### config.mk
export PLATFORM = sky130hd
export DESIGN_NAME = wrmu_rotate_mask_unit
export DESIGN_NICKNAME = d
export VERILOG_FILES = /design/src/rtl/wrmu_pkg.sv /design/src/rtl/wrmu_mask_gen.sv /design/src/rtl/wrmu_rotate_mask_unit.sv
export SDC_FILE = /design/constraint.sdc
export NUM_CORES = 1
export LEC_CHECK = 0
export ABC_AREA = 1
export BUFFER_PORTS_ARGS = -buffer_cell sky130_fd_sc_hd__buf_2
export CAP_MARGIN = 10
export CORE_AREA = 2 2 179 181
export DETAILED_ROUTE_END_ITERATION = 10
export DIE_AREA = 0 0 181 183
export PLACE_DENSITY = 0.59
export SLEW_MARGIN = 20
export SYNTH_ARGS = -nofsm -noshare
export SYNTH_HDL_FRONTEND = slang
export SYNTH_HIERARCHICAL = 1
export SYNTH_SLANG_ARGS = --single-unit
### constraint.sdc
create_clock -name core_clk_in -period 2.2 [get_ports core_clk_in]
set_input_delay 0.33 -clock core_clk_in [delete_from_list [all_inputs] [get_ports core_clk_in]]
set_output_delay 0.33 -clock core_clk_in [all_outputs]
set_load 0.1 [all_outputs]
### src/rtl/wrmu_pkg.sv
/*
  Shared constants and types for the word rotate-and-mask unit.
  Assumes a single 100 MHz core clock and one-cycle issue handshake.
*/
package wrmu_pkg;

  localparam int          WORD_W        = 32;
  localparam int          DWORD_W       = 64;
  localparam int          FIELD_W       = 5;
  localparam int          POS_W         = 6;

  // Offset that moves a word field position into the low word of the doubleword
  localparam logic [5:0]  HALF_OFS      = 6'h20;
  localparam logic [5:0]  LAST_POS      = 6'h3F;
  localparam logic [4:0]  WORD_LAST     = 5'h1F;
  localparam logic [31:0] ZERO_WORD     = 32'h0000_0000;
  localparam logic [63:0] ZERO_DWORD    = 64'h0000_0000_0000_0000;
  localparam logic [31:0] ONES_WORD     = 32'hFFFF_FFFF;

  // Values after reset
  localparam logic [63:0] RESULT_RST    = 64'h0000_0000_0000_0000;
  localparam logic        FLAG_RST      = 1'h0;
  localparam logic        VALID_RST     = 1'h0;

  // Result appears this many cycles after the issue edge
  localparam int          LATENCY_CYC   = 1;

  typedef enum logic [1:0] {
    OP_INSERT  = 2'b00,
    OP_AND_IMM = 2'b01,
    OP_AND_REG = 2'b10
  } wrmu_op_type;

  // Field (0..31, bit 0 is the word MSB) to doubleword position (bit 0 is MSB)
  function automatic logic [5:0] wrmu_word_pos(input logic [4:0] f);
    wrmu_word_pos = 6'({1'b0, f} + HALF_OFS);
  endfunction

  // Left rotate of a 32-bit word
  function automatic logic [31:0] wrmu_rotl32(input logic [31:0] w, input logic [4:0] n);
    logic [63:0] t;
    t = {w, w} << n;
    wrmu_rotl32 = t[63:32];
  endfunction

endpackage

### src/rtl/wrmu_mask_gen.sv
/*
  Contiguous mask generator, doubleword wide, MSB-first position numbering.
  Assumes positions are already offset into the doubleword; purely combinational.
*/
`timescale 1ns/1ps

module wrmu_mask_gen
  import wrmu_pkg::*;
(
  input  wire logic [5:0]  begin_pos_in,
  input  wire logic [5:0]  end_pos_in,
  output logic      [63:0] mask_out
);

  always_comb begin
    logic [5:0] pos;
    pos = 6'h00;
    mask_out = ZERO_DWORD;
    for (int i = 0; i < DWORD_W; i++) begin
      pos = 6'(LAST_POS - 6'(i));
      if (begin_pos_in <= end_pos_in) begin
        mask_out[i] = (pos >= begin_pos_in) && (pos <= end_pos_in);
      end else begin
        mask_out[i] = (pos >= begin_pos_in) || (pos <= end_pos_in);
      end
    end
  end

endmodule

### src/rtl/wrmu_rotate_mask_unit.sv
/*
  Execution datapath for the three word rotate-then-mask instructions:
  immediate rotate with masked insert, immediate rotate AND mask, and
  register-count rotate AND mask, with optional condition field update.
  Assumes decode presents operands and fields for one cycle with issue valid;
  the result and flags appear registered on the following enabled edge.
*/
`timescale 1ns/1ps

module wrmu_rotate_mask_unit
  import wrmu_pkg::*;
(
  input  wire logic        core_clk_in,
  input  wire logic        rst_in,
  input  wire logic        clk_en_in,
  input  wire logic        issue_valid_in,
  input  wire logic [1:0]  op_sel_in,
  input  wire logic [63:0] source_reg_in,
  input  wire logic [63:0] dest_reg_in,
  input  wire logic [63:0] count_reg_in,
  input  wire logic [4:0]  shift_amount_field_in,
  input  wire logic [4:0]  mask_begin_field_in,
  input  wire logic [4:0]  mask_end_field_in,
  input  wire logic        record_bit_in,
  input  wire logic        summary_ovf_in,
  output logic             result_valid_out,
  output logic      [63:0] dest_reg_out,
  output logic             cond_write_out,
  output logic             less_than_flag_out,
  output logic             greater_than_flag_out,
  output logic             equal_flag_out,
  output logic             summary_ovf_out
);

  wrmu_op_type op;
  logic [4:0]  rot_amt;
  logic [31:0] rot_word;
  logic [63:0] rot_dword;
  logic [5:0]  begin_pos;
  logic [5:0]  end_pos;
  logic [63:0] mask_w;

  logic        valid_r;
  logic        valid_nxt;
  logic [63:0] result_r;
  logic [63:0] result_nxt;
  logic        cond_wr_r;
  logic        cond_wr_nxt;
  logic        lt_r;
  logic        lt_nxt;
  logic        gt_r;
  logic        gt_nxt;
  logic        eq_r;
  logic        eq_nxt;
  logic        so_r;
  logic        so_nxt;

  assign op = wrmu_op_type'(op_sel_in);

  // Rotate stage: only the low word of the source takes part
  always_comb begin
    if (op == OP_AND_REG) begin
      rot_amt = count_reg_in[4:0];
    end else begin
      rot_amt = shift_amount_field_in;
    end
    rot_word  = wrmu_rotl32(source_reg_in[31:0], rot_amt);
    rot_dword = {rot_word, rot_word};
    begin_pos = wrmu_word_pos(mask_begin_field_in);
    end_pos   = wrmu_word_pos(mask_end_field_in);
  end

  wrmu_mask_gen u_mask (
    .begin_pos_in (begin_pos),
    .end_pos_in   (end_pos),
    .mask_out     (mask_w)
  );

  // Result and condition field next values
  always_comb begin
    valid_nxt   = VALID_RST;
    result_nxt  = result_r;
    cond_wr_nxt = FLAG_RST;
    lt_nxt      = lt_r;
    gt_nxt      = gt_r;
    eq_nxt      = eq_r;
    so_nxt      = so_r;
    if (issue_valid_in) begin
      unique case (op)
        OP_INSERT: begin
          // Field inserts fall out of the general merge
          result_nxt = (rot_dword & mask_w) | (dest_reg_in & ~mask_w);
          valid_nxt  = 1'b1;
        end
        OP_AND_IMM: begin
          result_nxt = {ZERO_WORD, rot_word & mask_w[31:0]};
          valid_nxt  = 1'b1;
        end
        OP_AND_REG: begin
          result_nxt = {ZERO_WORD, rot_word & mask_w[31:0]};
          valid_nxt  = 1'b1;
        end
        default: begin
          // Unused operation code: no result, nothing changes
          valid_nxt = VALID_RST;
        end
      endcase
      if (valid_nxt && record_bit_in) begin
        cond_wr_nxt = 1'b1;
        lt_nxt      = $signed(result_nxt) < $signed(ZERO_DWORD);
        gt_nxt      = $signed(result_nxt) > $signed(ZERO_DWORD);
        eq_nxt      = result_nxt == ZERO_DWORD;
        so_nxt      = summary_ovf_in;
      end
    end
  end

  // Register stage; a low clock enable freezes every bit of state
  always_ff @(posedge core_clk_in or posedge rst_in) begin
    if (rst_in) begin
      valid_r   <= VALID_RST;
      result_r  <= RESULT_RST;
      cond_wr_r <= FLAG_RST;
      lt_r      <= FLAG_RST;
      gt_r      <= FLAG_RST;
      eq_r      <= FLAG_RST;
      so_r      <= FLAG_RST;
    end else if (clk_en_in) begin
      valid_r   <= valid_nxt;
      result_r  <= result_nxt;
      cond_wr_r <= cond_wr_nxt;
      lt_r      <= lt_nxt;
      gt_r      <= gt_nxt;
      eq_r      <= eq_nxt;
      so_r      <= so_nxt;
    end
  end

  assign result_valid_out      = valid_r;
  assign dest_reg_out          = result_r;
  assign cond_write_out        = cond_wr_r;
  assign less_than_flag_out    = lt_r;
  assign greater_than_flag_out = gt_r;
  assign equal_flag_out        = eq_r;
  assign summary_ovf_out       = so_r;

  // Checks

  logic fire;
  assign fire = issue_valid_in && clk_en_in;
endmodule

==> key figures <==
Run
  • Total of max-cap violations: 0

Hold path
  • Hold Path Class: input pin to async pin

Yosys
  • Library cell with the largest summed area after synthesis: sky130_fd_sc_hd__nand2_1
  • Top_reg_cell synth: sky130_fd_sc_hd__dfrtp_1
  • Post-Synthesis Mean Instance Area: ~5.4 sq um
  • Synth top cells by count: 593 x sky130_fd_sc_hd__nand2_1, 425 x sky130_fd_sc_hd__nand3_1, 178 x sky130_fd_sc_hd__nor2_1
  • Most instantiated library cell after synthesis: sky130_fd_sc_hd__nand2_1
  • Post-synthesis instance area: 9220 sq um
  • Yosys top cell area share: between 20% and 30%
  • Number of enable flip-flop cells after synthesis: 0
  • Cells after synthesis: about 1,700
  • FF+latch count, synth: 70
  • Post-synth ARST share: 100%
  • Synth Warn #: 6
  • Share of synthesized area occupied by flip-flops and latches: roughly a fifth
  • Count of cell types in the netlist: 43
  • Biggest area contributors in the synthesized netlist: sky130_fd_sc_hd__nand2_1 24%, sky130_fd_sc_hd__nand3_1 23%, sky130_fd_sc_hd__dfrtp_1 19%

Timing
  • Final setup margin: -0.305 ns
  • Final cycle utilization of the critical path: 114%
  • Worst hold slack: about 0.050 ns
  • Final Skew: a little under 0.006 ns
  • Final hold violation count: 0
  • Post-layout min period: between 2 and 3 ns
  • Setup repair after global routing missed its margin: true
  • Number of pins with negative max-slew slack in the final report: 0
  • Setup TNS Final: -0.787 ns
  • Maximum clock frequency: between 300 and 400 MHz
  • Setup violation total in the final timing report: 7

Die
  • Chip width: ~180 microns
  • Effective utilization at floorplan: between 20% and 30%
  • Placeable core region: 31,200 sq um
  • Area of the die: about 33,000 sq um
  • Die Ht: between 150 and 200 microns
  • Top-Level Pins: 285
  • Placement row count: 65

Worst setup path
  • Worst Setup Path Type: input pin to register
  • Nature of the critical path startpoint: input pin
  • Count of cell instances traversed by the critical path: 23
  • Maximum fanout along the worst path: 7
  • Count of cells along the worst register-to-register path: 15
  • Worst Setup EP: greater_than_flag_out
  • Cell mode on critical path: sky130_fd_sc_hd__nand2_1
  • Endpoint of the most critical register-to-register path: greater_than_flag_out
  • Largest stage delay, worst path: approximately 0.20 ns
  • Dominant delay contributor by cell family on the critical path: simple AND/OR/NAND/NOR gates
  • Buffers plus inverters on the worst setup path: 5
  • FF-to-FF Start: dest_reg_out[24]
  • Type of element capturing the critical path: register
  • Standard cell with the maximum stage delay on the critical path: sky130_fd_sc_hd__ha_4
  • Slack of the worst reg-to-reg path: -0.11 ns
  • Arrival time at the worst endpoint: 2.73 ns
  • Crit path cell chain: buf_2 > ha_4 > inv_4 > or2_4 > o21ai_4 > inv_6 > buf_12 > buf_6 > nand3_2 > nand3_2 > nand2_1 > nand2_1 > nand3_2 > nand2_2 > nand2_1 > nor2_1 > nand2_1 > nor2_1 > nand2_1 > nor2_1 > nand2_1 > nand3_1 > nand2_1
  • Required time at the worst-slack endpoint: between 2 and 2.5 ns
  • Start point of the critical path: op_sel_in[1]

Status
  • Violations in the final reports: negative setup slack
  • Run status: finished with violations

Global route
  • Global-route usage over all layers: approximately 30%
  • First-pass GRT wire length: roughly 77,000 microns
  • Global-route congestion overflow total: 0
  • Largest net degree at the start of global routing: about 70
  • Initial antenna violation count: 0
  • Vias in the first global route: roughly 13,000

Layout
  • Final #Nets: around 2,400
  • Fin area: ~15,000 sq um
  • Final core utilization: 48.4%
  • Fraction of layout instances using a drive strength above 1: around 40%
  • Ant diodes: 0
  • Synthesis-to-finish area growth: 63.8%
  • Fill cell total of the finished layout: roughly 3,300

Detailed routing
  • Count of TritonRoute iterations in the first routing pass: 7
  • Routed vias/inst: 5.39
  • DRC violation total after the first TritonRoute iteration: around 1,600
  • Vias post-DR: 14,000
  • Final routed wirelength across all metal layers: ~52,000 microns
  • Routed WL per cell: 20.1 microns
  • Number of routed nets with antenna violations: 0
  • Count of unresolved DRC violations after routing: 0

CTS
  • Clock tree from TritonCTS: done
  • TritonCTS sink count: 70
  • Quantity of hold-fixing buffers added after cts: 0
  • CTS clock-pin slew for the worst setup and hold paths: ~0.060 ns
  • Maximum count of clock buffers along a single path: 2
  • Clock buffer count from CTS: 9
  • Clock latency on the worst-skew pair: approximately 0.33 ns
  • H-tree Lvls: 3
  • Cell chosen for the clock root: sky130_fd_sc_hd__clkbuf_16

Placement
  • Number of buffers added on ports: 193
  • HPWL after DPL: just over 40,000 microns
  • Post-placement worst setup slack: -0.912 ns
  • Placer Congestion: slightly below 1
  • Cell Area, Placed: 12,900 sq um

Pwr
  • Pwr Density: between 600 and 700 nW/um^2
  • IR Drop Worst-Case VDD: between 0.0003 and 0.0004 V
  • Leakage power: around 0.008 uW
placed cells by master (no fill, tap or decap), types with 3 or more instances in the layout:
master / count
sky130_fd_sc_hd__o21ai_1: 12
sky130_fd_sc_hd__nand3_1: 259
sky130_fd_sc_hd__clkbuf_16: 13
sky130_fd_sc_hd__a21oi_1: 32
sky130_fd_sc_hd__nor3_1: 5
sky130_fd_sc_hd__buf_4: 290
sky130_fd_sc_hd__nor2_2: 13
sky130_fd_sc_hd__buf_6: 18
sky130_fd_sc_hd__dfrtp_1: 70
sky130_fd_sc_hd__ha_4: 5
sky130_fd_sc_hd__a22o_1: 6
sky130_fd_sc_hd__a21oi_2: 6
sky130_fd_sc_hd__conb_1: 10
sky130_fd_sc_hd__inv_4: 3
sky130_fd_sc_hd__ha_1: 4
sky130_fd_sc_hd__o22ai_1: 20
sky130_fd_sc_hd__nand2_4: 9
sky130_fd_sc_hd__nand2_1: 504
sky130_fd_sc_hd__or2_1: 3
sky130_fd_sc_hd__nor2_4: 7
sky130_fd_sc_hd__o21ai_0: 55
sky130_fd_sc_hd__o21bai_1: 3
sky130_fd_sc_hd__buf_16: 6
sky130_fd_sc_hd__a21oi_4: 4
sky130_fd_sc_hd__a22oi_1: 5
sky130_fd_sc_hd__nor4_1: 9
sky130_fd_sc_hd__nor2_1: 173
sky130_fd_sc_hd__inv_1: 124
sky130_fd_sc_hd__nand2_2: 85
sky130_fd_sc_hd__buf_2: 187
sky130_fd_sc_hd__inv_2: 15
sky130_fd_sc_hd__nand4_1: 10
sky130_fd_sc_hd__o21ai_4: 3
sky130_fd_sc_hd__nand3_2: 149
sky130_fd_sc_hd__buf_12: 20
sky130_fd_sc_hd__clkinv_1: 3
sky130_fd_sc_hd__o21ai_2: 8
sky130_fd_sc_hd__nand3_4: 19
final cells by class:
| cell class | count | area [sq um] | area share, % |
|---|---|---|---|
| Inverter | 148 | 588 | 3.89 |
| Sequential cell | 70 | 1750 | 11.6 |
| Clock buffer | 10 | 239 | 1.58 |
| Clock inverter | 6 | 68.8 | 0.456 |
| Timing Repair Buffer | 527 | 4010 | 26.6 |
| Tap cell | 402 | 503 | 3.33 |
| Multi-Input combinational cell | 1433 | 7940 | 52.6 |
registers in the layout, summed over array words and instances, names as in the netlist:
register	cells
less_than_flag_out	1
summary_ovf_out	1
result_valid_out	1
equal_flag_out	1
cond_write_out	1
greater_than_flag_out	1
dest_reg_out	64
power breakdown:
group | total (uW) | switching, uW | internal (uW) | leakage [uW]
logic | 6200 | 4250 | 1940 | 0.00698
clock network | 1500 | 587 | 914 | 0.000149
registers | 1640 | 150 | 1490 | 0.000927
total | 9330 | 4990 | 4340 | 0.00806
routing by layer:
| layer | global-route usage [%] | vias up | wire length (microns) |
|---|---|---|---|
| met4 | 14.2 | 0 | 2750 |
| met3 | 3.02 | 127 | 4350 |
| met5 | 0 | - | 0 |
| met1 | 40.6 | 6495 | 21900 |
| met2 | 49.0 | 772 | 23100 |
| li1 | - | 6599 | - |
cell families after synthesis:
kind of cell               after synthesis  share of synthesized area [%]
adders and majority gates                9                           1.22
DFF                                     70                           19.0
and+or+nand+nor                       1253                           58.8
buffers and inverters                  229                           10.8
other                                    1                         0.0407
AOI/OAI and AO/OA                      161                           10.1
worst min-delay path by stage:
| stage | startpoint | endpoint | slack (ns) |
|---|---|---|---|
| after floorplan | clk_en_in | cond_write_out | 0.44 |
| after global placement | rst_in | dest_reg_out[11] | 0.44 |
| after detailed placement | rst_in | dest_reg_out[11] | 0.44 |
| after CTS | rst_in | dest_reg_out[11] | 0.09 |
| after global routing | rst_in | dest_reg_out[11] | 0.11 |
| final | rst_in | dest_reg_out[11] | 0.05 |
through the flow:
stage          instances  total power (uW)
2_1_floorplan       1732              5090
5_1_grt             2596              9760
3_3_place_gp        2544              7040
4_1_cts             2589              9010
3_5_place_dp        2544              7050
6_report            2596              9330
worst min-delay path, delay by kind of cell:
| kind | cells | cell delay [ns] |
|---|---|---|
| buffers and inverters | 3 | 0.46 |
timing repair:
| action | CTS | global route |
|---|---|---|
| gates cloned | 7 | 5 |
| resized for setup | 235 | 103 |
| pin swaps | 43 | 17 |
| buffers inserted | 22 | 2 |
| endpoints found under the setup margin | 30 | 40 |
No activity file was read; power rests on OpenSTA's default activity.
